==> src/rtl/fswd_map.svh <==
// register map, reset values and timing counts of the fail-safe watchdog
`ifndef FSWD_MAP_SVH
`define FSWD_MAP_SVH

// register byte offsets on the apb bus
`define FSWD_OFS_CTRL      8'h00
`define FSWD_OFS_CMD       8'h04
`define FSWD_OFS_RELOAD    8'h08
`define FSWD_OFS_COUNT     8'h0C
`define FSWD_OFS_STATUS    8'h10
`define FSWD_OFS_MASK      8'h14

// control register fields
`define FSWD_CTRL_SEL_BIT  0
`define FSWD_CTRL_EN_BIT   1
`define FSWD_CTRL_ST_LSB   2

// command register fields, write one to act
`define FSWD_CMD_SVC_BIT   0
`define FSWD_CMD_DIS_BIT   1
`define FSWD_CMD_ENA_BIT   2

// status and mask fields
`define FSWD_ST_PREWARN    0
`define FSWD_ST_RSTREQ     1

// prescaler ratios
`define FSWD_DIV_SLOW      16384
`define FSWD_DIV_FAST      256

// default interval after reset, with the system clock period
`define FSWD_INTERVAL_NS   6500000
`define FSWD_CLK_NS        100
`define FSWD_SEL_RST       1'b0
`define FSWD_MASK_RST      2'b00

// system clock cycles from prewarning to reset request
`define FSWD_PREWARN_CYC   64

`endif

==> src/rtl/fswd_pkg.sv <==
// types of the fail-safe watchdog
package fswd_pkg;

	typedef enum logic [1:0] {
		FSWD_OFF,
		FSWD_RUN,
		FSWD_PREWARN,
		FSWD_RESET
	} fswd_state_e;

	typedef logic [15:0] fswd_cnt_t;

endpackage : fswd_pkg

==> src/rtl/fswd_prescaler.sv <==
// divide-by-n prescaler producing a one-cycle tick enable
`timescale 1ns/10ps
`include "fswd_map.svh"

module fswd_prescaler #(
	parameter int DIV_SLOW = `FSWD_DIV_SLOW,
	parameter int DIV_FAST = `FSWD_DIV_FAST
) (
	input  wire logic clk_sys_i,
	input  wire logic sys_rst_i,
	input  wire logic run_i,
	input  wire logic clear_i,
	input  wire logic sel_slow_i,
	output logic      tick_o
);
	import fswd_pkg::*;

	logic [13:0] cnt_ff;
	logic [13:0] limit;

	assign limit  = sel_slow_i ? 14'(DIV_SLOW - 1) : 14'(DIV_FAST - 1);
	assign tick_o = run_i && !clear_i && (cnt_ff == limit);

	// clear has priority so a service always starts a whole interval
	always_ff @(posedge clk_sys_i or posedge sys_rst_i) begin
		if (sys_rst_i) begin
			cnt_ff <= 14'h0000;
		end else if (clear_i || tick_o) begin
			cnt_ff <= 14'h0000;
		end else if (run_i) begin
			cnt_ff <= cnt_ff + 14'h0001;
		end
	end

endmodule : fswd_prescaler

==> src/rtl/fswd_top.sv <==
// fail-safe watchdog timer with apb register access
// Contract
// - enabled and counting after every reset
// - disable and enable commands accepted anytime; the code ignores both once in FSWD_RESET
// - overflow raises prewarning, then reset request
// - 16-bit counter, prescaler 16384 or 256
// - every load takes the reload register value
// - service reloads counter and clears prescaler
// - reset defaults give 6.5 ms at 10 MHz
//
// The address map and the APB interface to the registers were left to the implementer.
`timescale 1ns/10ps
`include "fswd_map.svh"

module fswd_top #(
	parameter int DIV_SLOW    = `FSWD_DIV_SLOW,
	parameter int DIV_FAST    = `FSWD_DIV_FAST,
	parameter int INTERVAL_NS = `FSWD_INTERVAL_NS
) (
	input  wire logic         clk_sys_i,
	input  wire logic         sys_rst_i,
	input  wire logic         psel_i,
	input  wire logic         penable_i,
	input  wire logic         pwrite_i,
	input  wire logic [7:0]   paddr_i,
	input  wire logic [31:0]  pwdata_i,
	output logic [31:0]       prdata_o,
	output logic              pready_o,
	output logic              pslverr_o,
	output logic              irq_o,
	output logic              rst_req_o,
	output fswd_pkg::fswd_state_e state_o
);
	import fswd_pkg::*;

	// default ticks: interval over one fast prescaler period, rounded up
	localparam int DEF_TICKS  = (INTERVAL_NS / `FSWD_CLK_NS + DIV_FAST - 1) / DIV_FAST;
	localparam logic [15:0] RELOAD_RST = 16'(32'h0001_0000 - DEF_TICKS);
	localparam logic [6:0]  PW_LAST    = 7'(`FSWD_PREWARN_CYC - 1);

	function automatic logic addr_hit(input logic [7:0] a, input logic [7:0] ofs);
		addr_hit = (a == ofs);
	endfunction : addr_hit

	fswd_state_e state_ff;
	fswd_state_e nxt_state;
	fswd_cnt_t   count_ff;
	fswd_cnt_t   reload_ff;
	logic        sel_slow_ff;
	logic [1:0]  status_ff;
	logic [1:0]  mask_ff;
	logic [6:0]  pw_cnt_ff;
	logic        rst_req_ff;
	logic [31:0] prdata_ff;
	logic        tick;
	logic        presc_clr;
	logic        load;

	// bus decode
	logic setup;
	logic access;
	logic wr;
	logic rd;
	logic mapped;
	logic cmd_svc;
	logic cmd_dis;
	logic cmd_ena;
	logic wr_ctrl;
	logic overflow;
	logic ev_prewarn;
	logic ev_rstreq;
	logic [1:0] st_clr;

	assign setup    = psel_i && !penable_i;
	assign access   = psel_i && penable_i;
	assign wr       = access && pwrite_i;
	assign rd       = access && !pwrite_i;
	assign mapped   = addr_hit(paddr_i, `FSWD_OFS_CTRL)   || addr_hit(paddr_i, `FSWD_OFS_CMD)
	                || addr_hit(paddr_i, `FSWD_OFS_RELOAD) || addr_hit(paddr_i, `FSWD_OFS_COUNT)
	                || addr_hit(paddr_i, `FSWD_OFS_STATUS) || addr_hit(paddr_i, `FSWD_OFS_MASK);
	// zero wait states; read data is caught in the setup cycle
	assign pready_o  = 1'b1;
	assign pslverr_o = access && !mapped;
	assign prdata_o  = prdata_ff;

	assign cmd_svc = wr && addr_hit(paddr_i, `FSWD_OFS_CMD) && pwdata_i[`FSWD_CMD_SVC_BIT];
	assign cmd_dis = wr && addr_hit(paddr_i, `FSWD_OFS_CMD) && pwdata_i[`FSWD_CMD_DIS_BIT];
	assign cmd_ena = wr && addr_hit(paddr_i, `FSWD_OFS_CMD) && pwdata_i[`FSWD_CMD_ENA_BIT];
	assign wr_ctrl = wr && addr_hit(paddr_i, `FSWD_OFS_CTRL);

	// a service after overflow cannot cancel the reset already on its way
	assign overflow   = (state_ff == FSWD_RUN) && tick && (count_ff == 16'hFFFF);
	// only FSWD_RESET ignores enable, prewarning does not; disable wins over a service
	assign load       = (cmd_ena && (state_ff != FSWD_RESET))
	                    || ((state_ff == FSWD_RUN) && cmd_svc && !cmd_dis);
	assign presc_clr  = load || (wr_ctrl && (pwdata_i[`FSWD_CTRL_SEL_BIT] != sel_slow_ff));
	assign ev_prewarn = overflow;
	assign ev_rstreq  = (state_ff == FSWD_PREWARN) && (pw_cnt_ff == PW_LAST) && !cmd_dis
	                    && !cmd_ena;
	assign st_clr     = (rd && addr_hit(paddr_i, `FSWD_OFS_STATUS)) ? prdata_ff[1:0] : 2'b00;

	fswd_prescaler #(
		.DIV_SLOW (DIV_SLOW),
		.DIV_FAST (DIV_FAST)
	) u_presc (
		.clk_sys_i  (clk_sys_i),
		.sys_rst_i  (sys_rst_i),
		.run_i      ((state_ff == FSWD_RUN) && !cmd_dis),
		.clear_i    (presc_clr),
		.sel_slow_i (sel_slow_ff),
		.tick_o     (tick)
	);

	// enable wins over disable when both arrive in one write
	always_comb begin
		nxt_state = state_ff;
		case (state_ff)
			FSWD_OFF: begin
				if (cmd_ena) begin
					nxt_state = FSWD_RUN;
				end
			end
			FSWD_RUN: begin
				if (cmd_ena) begin
					nxt_state = FSWD_RUN;
				end else if (cmd_dis) begin
					nxt_state = FSWD_OFF;
				end else if (overflow) begin
					nxt_state = FSWD_PREWARN;
				end
			end
			FSWD_PREWARN: begin
				if (cmd_ena) begin
					nxt_state = FSWD_RUN;
				end else if (cmd_dis) begin
					nxt_state = FSWD_OFF;
				end else if (ev_rstreq) begin
					nxt_state = FSWD_RESET;
				end
			end
			FSWD_RESET: begin
				nxt_state = FSWD_RESET;
			end
			default: begin
				nxt_state = FSWD_OFF;
			end
		endcase
	end

	// reset leaves the watchdog running, no software step needed
	always_ff @(posedge clk_sys_i or posedge sys_rst_i) begin
		if (sys_rst_i) begin
			state_ff <= FSWD_RUN;
		end else begin
			state_ff <= nxt_state;
		end
	end

	always_ff @(posedge clk_sys_i or posedge sys_rst_i) begin
		if (sys_rst_i) begin
			count_ff <= RELOAD_RST;
		end else if (load) begin
			count_ff <= reload_ff;
		end else if ((state_ff == FSWD_RUN) && tick) begin
			count_ff <= count_ff + 16'h0001;
		end
	end

	always_ff @(posedge clk_sys_i or posedge sys_rst_i) begin
		if (sys_rst_i) begin
			pw_cnt_ff <= 7'h00;
		end else if (state_ff == FSWD_PREWARN) begin
			pw_cnt_ff <= pw_cnt_ff + 7'h01;
		end else begin
			pw_cnt_ff <= 7'h00;
		end
	end

	// held until the system reset that it asks for
	always_ff @(posedge clk_sys_i or posedge sys_rst_i) begin
		if (sys_rst_i) begin
			rst_req_ff <= 1'b0;
		end else if (ev_rstreq) begin
			rst_req_ff <= 1'b1;
		end
	end

	always_ff @(posedge clk_sys_i or posedge sys_rst_i) begin
		if (sys_rst_i) begin
			sel_slow_ff <= `FSWD_SEL_RST;
		end else if (wr_ctrl) begin
			sel_slow_ff <= pwdata_i[`FSWD_CTRL_SEL_BIT];
		end
	end

	always_ff @(posedge clk_sys_i or posedge sys_rst_i) begin
		if (sys_rst_i) begin
			reload_ff <= RELOAD_RST;
		end else if (wr && addr_hit(paddr_i, `FSWD_OFS_RELOAD)) begin
			reload_ff <= pwdata_i[15:0];
		end
	end

	always_ff @(posedge clk_sys_i or posedge sys_rst_i) begin
		if (sys_rst_i) begin
			mask_ff <= `FSWD_MASK_RST;
		end else if (wr && addr_hit(paddr_i, `FSWD_OFS_MASK)) begin
			mask_ff <= pwdata_i[1:0];
		end
	end

	// only bits already returned by the read are cleared, new events win
	always_ff @(posedge clk_sys_i or posedge sys_rst_i) begin
		if (sys_rst_i) begin
			status_ff <= 2'b00;
		end else begin
			status_ff <= (status_ff & ~st_clr) | {ev_rstreq, ev_prewarn};
		end
	end

	always_ff @(posedge clk_sys_i or posedge sys_rst_i) begin
		if (sys_rst_i) begin
			prdata_ff <= 32'h0000_0000;
		end else if (setup && !pwrite_i) begin
			case (paddr_i)
				`FSWD_OFS_CTRL: begin
					prdata_ff <= {28'h000_0000, 2'(state_ff), (state_ff != FSWD_OFF),
						sel_slow_ff};
				end
				`FSWD_OFS_RELOAD: begin
					prdata_ff <= {16'h0000, reload_ff};
				end
				`FSWD_OFS_COUNT: begin
					prdata_ff <= {16'h0000, count_ff};
				end
				`FSWD_OFS_STATUS: begin
					prdata_ff <= {30'h0000_0000, status_ff};
				end
				`FSWD_OFS_MASK: begin
					prdata_ff <= {30'h0000_0000, mask_ff};
				end
				default: begin
					prdata_ff <= 32'h0000_0000;
				end
			endcase
		end
	end

	assign irq_o     = |(status_ff & mask_ff);
	assign rst_req_o = rst_req_ff;
	assign state_o   = state_ff;

	// helper: cycles since the last prescaler restart
	logic [14:0] gap_ff;
	logic        rst_seen_ff;
	logic [6:0]  warn_age_ff;

	always_ff @(posedge clk_sys_i or posedge sys_rst_i) begin
		if (sys_rst_i) begin
			gap_ff <= 15'h0000;
		end else if (tick || presc_clr || (state_ff != FSWD_RUN)) begin
			gap_ff <= 15'h0000;
		end else begin
			gap_ff <= gap_ff + 15'h0001;
		end
	end

	always_ff @(posedge clk_sys_i or posedge sys_rst_i) begin
		if (sys_rst_i) begin
			rst_seen_ff <= 1'b1;
		end else if (tick || load) begin
			rst_seen_ff <= 1'b0;
		end
	end

	// helper: cycles spent in prewarning since the overflow, saturating
	always_ff @(posedge clk_sys_i or posedge sys_rst_i) begin
		if (sys_rst_i) begin
			warn_age_ff <= 7'h00;
		end else if (overflow) begin
			warn_age_ff <= 7'h00;
		end else if ((state_ff == FSWD_PREWARN) && (warn_age_ff != 7'h7F)) begin
			warn_age_ff <= warn_age_ff + 7'h01;
		end
	end
endmodule : fswd_top

==> config.mk <==
export PLATFORM = sky130hd
export DESIGN_NAME = fswd_top
export DESIGN_NICKNAME = d
export VERILOG_FILES = /design/src/rtl/fswd_pkg.sv /design/src/rtl/fswd_prescaler.sv /design/src/rtl/fswd_top.sv
export VERILOG_INCLUDE_DIRS = /design/src /design/src/rtl
export SDC_FILE = /design/constraint.sdc
export NUM_CORES = 1
export LEC_CHECK = 0
export ABC_AREA = 1
export BUFFER_PORTS_ARGS = -buffer_cell sky130_fd_sc_hd__buf_2
export CELL_PAD_IN_SITES_DETAIL_PLACEMENT = 1
export CELL_PAD_IN_SITES_GLOBAL_PLACEMENT = 1
export CORE_MARGIN = 2
export CORE_UTILIZATION = 37
export DETAILED_ROUTE_END_ITERATION = 7
export GPL_ROUTABILITY_DRIVEN = 0
export HOLD_SLACK_MARGIN = 0.08
export PLACE_DENSITY_LB_ADDON = 0.1
export SKIP_LAST_GASP = 1
export SYNTH_ARGS = -nofsm -noshare
export SYNTH_HDL_FRONTEND = slang
export SYNTH_SLANG_ARGS = --single-unit
==> constraint.sdc <==
create_clock -name clk_sys_i -period 1.95 [get_ports clk_sys_i]
set_input_delay 0.0975 -clock clk_sys_i [delete_from_list [all_inputs] [get_ports clk_sys_i]]
set_output_delay 0.0975 -clock clk_sys_i [all_outputs]
set_load 0.005 [all_outputs]
==> summary.md, run 1 <==
| Metric | Value |
|---|---|
| P&R area growth vs syn | `25.6%` |
| Reg2Reg Setup Slack | `0.09 ns` |
| GR Overflow Total | `0` |
| Seq/Total Area, Yosys | `43.5%` |
| Hold Violations, Final | `0` |
| Worst Setup SP | `count_ff[1]$_DFFE_PP1P_` |
| Crit start category | `flip-flop` |
| Clock root buffer | `clkbuf_16` |
| Yosys Warn Count | `0` |
| Clk slew on worst S/H paths | `0.06 ns` |
| Die Footprint | `13000 um2` |
| Share of the synthesized area in the top cell type | `32.4%` |
| Part of the power in combinational logic | `21.4%` |
| CTS tree | `yes` |
| Worst r2r dst | `state_o[1]$_DFFE_PP0P_` |
| Synthesized area per cell | `7.76 um2` |
| Crit path capture | `state_o[1]$_DFFE_PP0P_` |
| Worst slew margin | `66.1%` |
| Crit share post-route | `95.2%` |
| Starting Density | `37.6%` |
| GRT Resource Usage Total | `21.4%` |
| Antenna-violating nets left | `0` |
| First-pass GRT wire length | `21900 um` |
| Seq pwr share | `38.8%` |
| CP Capture Type | `flip-flop` |
| Clock Sinks | `77` |
| Max cap viols | `0` |
| Std-Cell Core Area | `11900 um2` |
| Number of iterations in the first detailed-routing pass | `4` |
| Pwr/cell area | `833 nW/um2` |
| Via count | `4142` |
| Psw | `1.38 mW` |
| Antenna Cells | `0` |
| R2r startpoint | `count_ff[1]$_DFFE_PP1P_` |
| Routed vias/inst | `5.01` |
| Die X-Extent | `114 um` |
| Finished Core Util | `47.3%` |
| Dpl cell area | `5080 um2` |
| Setup Viol. Count Final | `0` |
| Cell taking the most area after synthesis | `dfrtp_1` |
| CP max stage cell | `dfstp_2` |
| Filler cells | `1455` |
| 1st-iter DRT viols | `163` |
| RSZ-0062 raised after global routing | `true` |
| Vias in the first global route | `4466` |
| Cell count after synthesis | `578` |
| Top cells by area, synth | `dfrtp_1 32%, nand2_1 11%, dfstp_2 11%` |
| Ys flop type | `dfrtp_1` |
| Height of the die | `114 um` |
| Slew Viols, Final | `0` |
| Total wire length | `12900 um` |
| CP bufs+invs | `0` |
| CP delay by family, top | `simple AND/OR/NAND/NOR gates` |
| Slowest stage delay, CP | `0.56 ns` |
| Switching share of power | `29.3%` |
| Data arrival, critical path | `2.14 ns` |
| Fin area | `5630 um2` |
| Deepest clock path buffer count | `2` |
| Clk Latency, worst-skew pair | `0.34 ns` |
| Worst reg2reg path depth | `11` |
| Largest net degree at the start of global routing | `65` |
| H-Tree Depth | `3` |
| Layout Skew | `0.00498 ns` |
| Detailed-placement wirelength estimate | `9280 um` |
| Leak | `2.82 nW` |
| Post-synth EDFFs | `0` |
| Final min period | `1.86 ns` |
| CTS Buf Count | `9` |
| FMAX | `539 MHz` |
| I/O Pins | `83` |
| Worst-Margin Slew | `0.508 ns` |
| Row count | `40` |
| Synthesized cell area | `4480 um2` |
| Critical path class | `flip-flop to flip-flop` |
| Register area | `1950 um2` |
| Area of the multi-input gates | `2150 um2` |
| Unique masters post-synth | `43` |
| CP Depth | `11` |
| Final Net Count | `722` |
| Share of layout cells above drive strength 1 | `22.5%` |
| I/O Buffers | `49` |
| Hold Path Class | `input port to flip-flop` |
| Initial antenna violation count | `0` |
| WL per Instance | `15.6 um` |
| # DRC | `0` |
| Worst Path Required | `2.23 ns` |
| Pint | `3.31 mW` |
| Peak VDD IR | `0.409 mV` |
| Worst-path cell chain | `ha_4 > nand2_4 > nor2_4 > nand2_4 > nor2_4 > nand2_2 > nor3_2 > nand4_1 > nand2_1 > nand3_2 > nand2_2` |
| Status | `completed` |
| Asr flop ratio synth | `100%` |
| Crit-path max FO | `2` |
| Clock power frac | `39.9%` |
| Count of state elements after synthesis | `77` |
logic make-up after synthesis:
family	count (synthesis)	share of synthesized area, %
and+or+nand+nor	290	29.3
buffers and inverters	108	11.1
DFF	77	43.5
AOI/OAI and AO/OA	72	9.99
xor gates and xnor gates	25	4.88
adders and majority gates	3	0.837
other	2	0.167
muxes	1	0.251
final cells by class:
class	count	share of cell area (%)
repair buffers	104	13.0
multi-input cells	408	38.3
inverters	74	5.00
well taps	147	3.27
flip-flops and latches	77	34.6
clock buffers	12	4.56
clock inverters	4	1.24
worst min-delay path, cell delays in order:
cell and delay, ns:
buf_2 0.12, inv_1 0.12, o21ai_0 0.11
power by group through the flow:
stage	Sequential, mW	Combinational (mW)	Clock (mW)
global route	1.84	1.14	1.99
detailed placement	1.84	0.958	0
CTS	1.82	0.991	1.92
finish	1.82	1.00	1.87
floorplan	1.84	0.564	0
global placement	1.83	0.930	0
metrics by stage:
step	total power, mW	hold WS, ns	setup TNS, ns	setup WS (ns)	std cells
after detailed placement	2.80	0.0975	0	0.0495	794
after floorplan	2.41	0.228	0	0.192	593
after global placement	2.76	0.0892	0	0.0821	794
after CTS	4.73	0.101	0	0.0215	825
after global routing	4.96	0.146	-0.0148	-0.0148	826
final	4.69	0.116	0	0.0940	826
layout by cell type (no fill, tap or decap), types with 17 or more instances in the layout:
cell and n:
xor2_1 24, o21ai_0 17, dfstp_2 19, a21oi_1 19, nand3_1 40, buf_4 37, buf_2 49, dfrtp_1 58
conb_1 17, nand4_1 28, nor2_1 57, inv_1 72, nand2_1 130
cells in the mapped netlist (2+ instances only):
| cell | number |
|---|---|
| a211oi_1 | 2 |
| a21oi_1 | 19 |
| buf_1 | 2 |
| buf_2 | 5 |
| buf_4 | 19 |
| buf_6 | 2 |
| clkbuf_1 | 6 |
| conb_1 | 2 |
| dfrtp_1 | 58 |
| dfstp_2 | 19 |
| ha_1 | 3 |
| inv_1 | 73 |
| nand2_1 | 134 |
| nand3_1 | 41 |
| nand3b_1 | 2 |
| nand4_1 | 28 |
| nor2_1 | 61 |
| nor2_2 | 3 |
| nor2_4 | 3 |
| nor3_1 | 8 |
| nor3_2 | 2 |
| o211ai_1 | 10 |
| o21ai_0 | 17 |
| o21ai_1 | 4 |
| o22ai_1 | 14 |
| xor2_1 | 24 |
state kept, by name (all words and copies together), names as in the netlist:
signal,count
count_ff,16
mask_ff,2
prdata_o,16
pw_cnt_ff,7
reload_ff,16
rst_req_o,1
sel_slow_ff,1
state_o,2
status_ff,2
u_presc.cnt_ff,14
timing repair:
action                                 in CTS  in global routing
setup buffers                               0                  1
hold buffers                               15                  0
endpoints found under the hold margin      27                  0
resized for setup                           0                 16
setup endpoints to repair                   0                  7
metal layers:
| layer | routed length [um] | vias up | global-route usage [%] |
|---|---|---|---|
| li1 | - | 2043 | - |
| met1 | 5970 | 2028 | 26.6 |
| met2 | 6410 | 55 | 38.0 |
| met3 | 314 | 16 | 3.12 |
| met4 | 218 | 0 | 7.07 |
| met5 | 0 | - | 0 |
how the worst min path moves through the flow:
stage	start	endpoint	slack, ns	cells past startpoint
after global placement	sys_rst_i	reload_ff[4]$_DFFE_PP0P_	0.09	2
after floorplan	pwdata_i[10]	reload_ff[10]$_DFFE_PP1P_	0.23	2
final	pwdata_i[1]	reload_ff[1]$_DFFE_PP1P_	0.12	3
after CTS	pwdata_i[1]	reload_ff[1]$_DFFE_PP1P_	0.10	3
after detailed placement	sys_rst_i	reload_ff[4]$_DFFE_PP0P_	0.1	2
after global routing	pwdata_i[1]	reload_ff[1]$_DFFE_PP1P_	0.15	3
Note: power is estimated with default switching activity, not from simulation.
==> inputs of run 2 (changes only) <==
--- a/config.mk
+++ b/config.mk
@@ -11,7 +11,8 @@
 export CELL_PAD_IN_SITES_DETAIL_PLACEMENT = 1
 export CELL_PAD_IN_SITES_GLOBAL_PLACEMENT = 1
 export CORE_MARGIN = 2
-export CORE_UTILIZATION = 37
+export CORE_UTILIZATION = 38
+export CTS_BUF_LIST = sky130_fd_sc_hd__clkbuf_2
 export DETAILED_ROUTE_END_ITERATION = 7
 export GPL_ROUTABILITY_DRIVEN = 0
 export HOLD_SLACK_MARGIN = 0.08
==> run 2 against run 1 <==
Register-to-register slack got worse by 0.03 ns. Critical path type unchanged. Global-route usage down 0.093 points. Worst setup slack got worse by 0.031 ns. Clock power decreased by 51%. Combinational power down 7%. Die area is 2.5% lower. Critical path depth fell by 3. Count of clock-buffer cells in the layout fell by 2. Sequential share of layout area increased by 0.65 points. Wire length decreased by 1.7%. Worst hold slack gained 0.13 ns.
==> summary.md, run 2 (synthesis results as in run 1) <==
| Metric | Value |
|---|---|
| CTS tree | `yes` |
| Row count | `39` |
| Slew Viols, Final | `0` |
| Fin area | `5530 um2` |
| Crit start category | `flip-flop` |
| Hold Path Class | `input port to flip-flop` |
| Die Footprint | `12700 um2` |
| Setup Viol. Count Final | `0` |
| Height of the die | `113 um` |
| Starting Density | `39.1%` |
| H-Tree Depth | `3` |
| GRT Resource Usage Total | `21.3%` |
| Crit-path max FO | `3` |
| Total power | `3.68 mW` |
| Layout Skew | `0.0370 ns` |
| Worst-Margin Slew | `0.600 ns` |
| GR Util met3 | `4.97%` |
| Deepest clock path buffer count | `2` |
| Clock root buffer | `clkbuf_2` |
| Dpl cell area | `5000 um2` |
| Worst slew margin | `60.0%` |
| Post-Place Cells | `778` |
| Critical path class | `flip-flop to flip-flop` |
| Final Net Count | `730` |
| Antenna Cells | `0` |
| # DRC | `0` |
| Worst Path Required | `2.49 ns` |
| Pwr/cell area | `666 nW/um2` |
| Leak | `2.75 nW` |
| Busiest grt layer | `met2` |
| RSZ-0062 raised after global routing | `true` |
| WL per Instance | `15.3 um` |
| GR Overflow Total | `0` |
| Die X-Extent | `113 um` |
| Place WS | `-0.0376 ns` |
| Data arrival, critical path | `2.42 ns` |
| Final min period | `1.89 ns` |
| Number of iterations in the first detailed-routing pass | `4` |
| Status | `completed` |
| Largest net degree at the start of global routing | `78` |
| CP Capture Type | `flip-flop` |
| Hold Violations, Final | `0` |
| Final Non-Filler Cells | `830` |
| Routed vias/inst | `5.03` |
| Antenna-violating nets left | `0` |
| Crit share post-route | `96.8%` |
| Clock Sinks | `77` |
| PnR worst setup slack | `0.0633 ns` |
| Total wire length | `12700 um` |
| I/O Pins | `83` |
| Clk slew on worst S/H paths | `0.24 ns` |
| Most frequent cells in the layout | `131 x nand2_1, 72 x inv_1, 58 x nor2_1, 58 x dfrtp_1, 49 x buf_2` |
| Share of layout cells above drive strength 1 | `20.2%` |
| Peak VDD IR | `0.618 mV` |
| Met1 Usage GRT | `27.1%` |
| Initial antenna violation count | `0` |
| FMAX | `530 MHz` |
| Most common cell after layout, fill and taps aside | `nand2_1` |
| Vias in the first global route | `4453` |
| CTS Buf Count | `9` |
| Via count | `4171` |
| Met2 GRT Util | `36.2%` |
| Filler cells | `1440` |
| I/O Buffers | `49` |
| First-pass GRT wire length | `21500 um` |
| Detailed-placement wirelength estimate | `8920 um` |
| Clk Latency, worst-skew pair | `0.59 ns` |
| P&R area growth vs syn | `23.2%` |
| 1st-iter DRT viols | `238` |
| Max cap viols | `0` |
| Std-Cell Core Area | `11500 um2` |
[run 2: cell type report]
cell class / count / area [um2] / area share [%]
Inverter: 74 / 282 / 5.09
Multi-Input combinational cell: 408 / 2140 / 38.8
Clock inverter: 6 / 61.3 / 1.11
Tap cell: 143 / 179 / 3.24
Sequential cell: 77 / 1950 / 35.3
Timing Repair Buffer: 112 / 860 / 15.6
Clock buffer: 10 / 50.0 / 0.906
[run 2: final timing paths]
kind / start / to / cells after the start / slack [ns]
max in group asynchronous: sys_rst_i / state_o[0]$_DFFE_PP1P_ / 5 / 0.81
worst min register to register: pw_cnt_ff[0]$_DFF_PP0_ / pw_cnt_ff[0]$_DFF_PP0_ / 1 / 0.49
worst min-delay path: pwdata_i[3] / reload_ff[3]$_DFFE_PP0P_ / 3 / 0.24
worst max register to register: count_ff[1]$_DFFE_PP1P_ / count_ff[15]$_DFFE_PP1P_ / 8 / 0.06
worst max-delay path: count_ff[1]$_DFFE_PP1P_ / count_ff[15]$_DFFE_PP1P_ / 8 / 0.06
min in group asynchronous: sys_rst_i / prdata_o[14]$_DFFE_PP0P_ / 5 / 0.69
[run 2: what timing repair did]
| item | 4_1_cts | 5_1_grt |
|---|---|---|
| setup endpoints to repair | 3 | 14 |
| hold endpoints to repair | 116 | 0 |
| buffers inserted | 0 | 1 |
| pin swaps | 0 | 8 |
| gates resized for setup | 3 | 11 |
| hold buffers | 35 | 0 |
[run 2: where the power goes]
part | switching [mW] | internal (mW) | leakage [nW]
Combinational | 0.556 | 0.371 | 1.71
Sequential | 0.126 | 1.72 | 0.960
Clock | 0.607 | 0.300 | 0.0737
[run 2: per-stage QoR]
stage | util [%] | setup TNS, ns | hold slack [ns]
floorplan | - | 0 | 0.228
global placement | 43.6 | 0 | 0.248
detailed placement | 43.6 | -0.0564 | 0.254
CTS | 47.7 | 0 | 0.181
global route | 48.2 | -0.162 | 0.196
finish | 48.2 | 0 | 0.242
[run 2: worst max-delay path: stages, from the launching register on]
cell,delay [ns]
dfstp_2,0.60
buf_4,0.12
nand3_1,0.10
nor3_1,0.29
nand2_1,0.17
nor3_1,0.21
xor2_1,0.17
nand4_1,0.09
nand3_1,0.09
[run 2: per-layer routing]
layer  wire, um  vias to the layer above  share of wire [%]
met1       5770                     2053                 45
met2       6410                       51                 50
met4        174                        0                1.4
met3        340                       12                2.7
met5          0                        -                  0
li1           -                     2055                  -
==> inputs of run 3 (changes only) <==
--- a/config.mk
+++ b/config.mk
@@ -11,13 +11,13 @@
 export CELL_PAD_IN_SITES_DETAIL_PLACEMENT = 1
 export CELL_PAD_IN_SITES_GLOBAL_PLACEMENT = 1
 export CORE_MARGIN = 2
-export CORE_UTILIZATION = 38
+export CORE_UTILIZATION = 35
 export CTS_BUF_LIST = sky130_fd_sc_hd__clkbuf_2
 export DETAILED_ROUTE_END_ITERATION = 7
-export GPL_ROUTABILITY_DRIVEN = 0
 export HOLD_SLACK_MARGIN = 0.08
 export PLACE_DENSITY_LB_ADDON = 0.1
 export SKIP_LAST_GASP = 1
 export SYNTH_ARGS = -nofsm -noshare
 export SYNTH_HDL_FRONTEND = slang
+export SYNTH_HIERARCHICAL = 1
 export SYNTH_SLANG_ARGS = --single-unit
==> run 3 against run 2 <==
The flow now finishes with violations (negative setup slack). Via count increased by 7.5%. Synthesized cell count increased by 5.0%. Sequential share of layout area decreased by 3.1 points. Clock power increased by 28%. Combinational power increased by 25%. Worst setup slack got worse by 0.14 ns.
==> summary.md, run 3 <==
| Metric | Value |
|---|---|
| Share of layout cells above drive strength 1 | `28.6%` |
| Failing checks | `negative setup slack` |
| CTS Buf Count | `9` |
| Die X-Extent | `119 um` |
| Filler cells | `1634` |
| Hold Violations, Final | `0` |
| Hold Path Class | `input port to flip-flop` |
| Max cap viols | `0` |
| Worst-path cell chain | `nand2_4 > nand2_4 > nand2_4 > inv_4 > o21ai_4 > inv_2 > nand2_2 > nor3_2 > inv_1 > nor2_4 > buf_12 > clkinv_2 > a21oi_2 > nand2_1 > nand3_1` |
| 1st-iter DRT viols | `142` |
| Post-Place Cells | `860` |
| CP max stage cell | `dfstp_2` |
| Ys flop type | `dfrtp_1` |
| RSZ-0062 raised after global routing | `true` |
| Clock root buffer | `clkbuf_2` |
| Cell with the most instances after synthesis | `nand2_1` |
| Asr flop ratio synth | `100%` |
| Layout Skew | `0.0254 ns` |
| Final min period | `2.02 ns` |
| Most frequent cells in the layout | `165 x nand2_1, 59 x inv_1, 58 x dfrtp_1, 58 x buf_4, 50 x nor2_1` |
| Synthesized cell area | `4640 um2` |
| Final Net Count | `795` |
| I/O Buffers | `49` |
| Critical path class | `flip-flop to flip-flop` |
| CP bufs+invs | `5` |
| Deepest clock path buffer count | `2` |
| Status | `finished, violations left` |
| Worst Path Required | `2.51 ns` |
| Slew Viols, Final | `0` |
| Unique masters post-synth | `43` |
| Total wire length | `14000 um` |
| Total power | `4.13 mW` |
| Starting Density | `35.5%` |
| WL per Instance | `15.1 um` |
| Routed vias/inst | `4.83` |
| Synthesized area per cell | `7.65 um2` |
| Leak | `2.92 nW` |
| Setup Viol. Count Final | `16` |
| Most instantiated cells after synthesis | `171 x nand2_1, 62 x inv_1, 58 x dfrtp_1, 53 x nor2_1, 43 x nand3_1` |
| Register area | `1950 um2` |
| Crit-path max FO | `7` |
| Row count | `42` |
| Slowest stage delay, CP | `0.63 ns` |
| Number of iterations in the first detailed-routing pass | `4` |
| First-pass GRT wire length | `23600 um` |
| GR Overflow Total | `0` |
| # DRC | `0` |
| Via count | `4482` |
| Area of the multi-input gates | `2400 um2` |
| Pwr/cell area | `680 nW/um2` |
| Antenna-violating nets left | `0` |
| GRT Resource Usage Total | `20.8%` |
| Crit share post-route | `104%` |
| Initial antenna violation count | `0` |
| Clk slew on worst S/H paths | `0.22 ns` |
| Worst slew margin | `62.6%` |
| Height of the die | `119 um` |
| Vias in the first global route | `4891` |
| Antenna Cells | `0` |
| Hold WS | `0.161 ns` |
| Post-synth EDFFs | `0` |
| Peak VDD IR | `0.513 mV` |
| Share of the synthesized area in the top cell type | `31.3%` |
| Seq/Total Area, Yosys | `42.0%` |
| Detailed-placement wirelength estimate | `10000 um` |
| PnR worst setup slack | `-0.0726 ns` |
| Total negative setup slack | `-0.512 ns` |
| Cell taking the most area after synthesis | `dfrtp_1` |
| Final GP Congestion | `0.830` |
| Clock Sinks | `77` |
| Data arrival, critical path | `2.58 ns` |
| Worst-Margin Slew | `0.560 ns` |
| P&R area growth vs syn | `30.7%` |
| Final Non-Filler Cells | `928` |
| FMAX | `494 MHz` |
| Count of state elements after synthesis | `77` |
| CP delay by family, top | `simple AND/OR/NAND/NOR gates` |
| CTS tree | `yes` |
| I/O Pins | `83` |
| Clk Latency, worst-skew pair | `0.60 ns` |
| Top cells by area, synth | `dfrtp_1 31%, nand2_1 14%, dfstp_2 11%` |
| Largest net degree at the start of global routing | `34` |
| CP Capture Type | `flip-flop` |
| Die Footprint | `14200 um2` |
| Yosys Warn Count | `6` |
| Most common cell on crit path | `nand2_4` |
| Cell count after synthesis | `607` |
| Crit start category | `flip-flop` |
| Most common cell after layout, fill and taps aside | `nand2_1` |
| Std-Cell Core Area | `13100 um2` |
| H-Tree Depth | `3` |
==> run 3: layer usage <==
layer  part of all wire [%]  wire [um]  GRT usage [%]
met5                      0          0              0
met4                    2.2        303           8.41
met3                    2.5        343           3.16
met2                     51       7180           36.6
met1                     44       6140           25.4
==> run 3: final cells by class <==
cell class | count | share of cell area (%)
Clock inverter | 6 | 1.67
Timing Repair Buffer | 142 | 17.5
Multi-Input combinational cell | 445 | 39.5
Inverter | 71 | 4.62
Timing Repair inverter | 1 | 0.0825
Tap cell | 176 | 3.63
Clock buffer | 10 | 0.825
Sequential cell | 77 | 32.2
==> run 3: kinds of logic (layout without fill, tap and decap cells) <==
kind of cell / after synthesis / count (layout) / share of synthesized area [%]
xor+xnor: 15 / 15 / 2.83
other cells: 2 / 17 / 0.162
compound gates: 73 / 73 / 8.98
fa+ha+maj: 3 / 3 / 0.809
simple gates: 330 / 330 / 33.3
buf+inv: 100 / 230 / 10.0
mux: 7 / 7 / 1.86
flops: 77 / 77 / 42.0
==> run 3: worst paths after layout <==
check	start	end	slack [ns]	depth (start not counted)
setup / recovery	state_o[0]$_DFFE_PP1P_	count_ff[15]$_DFFE_PP1P_	-0.07	15
hold / removal	paddr_i[1]	sel_slow_ff$_DFFE_PP0P_	0.16	7
setup reg to reg	state_o[0]$_DFFE_PP1P_	count_ff[15]$_DFFE_PP1P_	-0.07	15
hold reg to reg	pw_cnt_ff[0]$_DFF_PP0_	pw_cnt_ff[0]$_DFF_PP0_	0.47	1
max in group asynchronous	sys_rst_i	reload_ff[15]$_DFFE_PP1P_	0.71	5
min in group asynchronous	sys_rst_i	reload_ff[2]$_DFFE_PP0P_	0.59	4
==> run 3: worst min-delay path, stage by stage <==
cell and delay [ns]:
buf_2 0.09, nor2_1 0.06, nand3_1 0.10, nor2_1 0.07, nand2_1 0.15, nand2_1 0.08
o21ai_0 0.09
==> run 3: timing repair <==
action,in CTS,in global routing
hold buffers,30,0
buffers inserted,19,5
gates resized for setup,7,16
endpoints found under the hold margin,105,0
pin swaps,10,15
cloned,1,0
setup endpoints to repair,15,29
==> run 3: through the flow <==
stage	instance area, um2	worst slack (ns)	util [%]
final	6070	-0.0726	46.4
after global placement	5360	-0.0194	40.9
after floorplan	4760	-0.0258	-
after detailed placement	5360	-0.108	40.9
after global routing	6070	-0.230	46.4
after CTS	5990	-0.0100	45.8
==> run 3: power by group <==
group | internal, mW | switching, mW | total [mW]
Combinational | 0.510 | 0.654 | 1.16
Sequential | 1.70 | 0.0986 | 1.80
Clock | 0.545 | 0.615 | 1.16
Total | 2.76 | 1.37 | 4.13
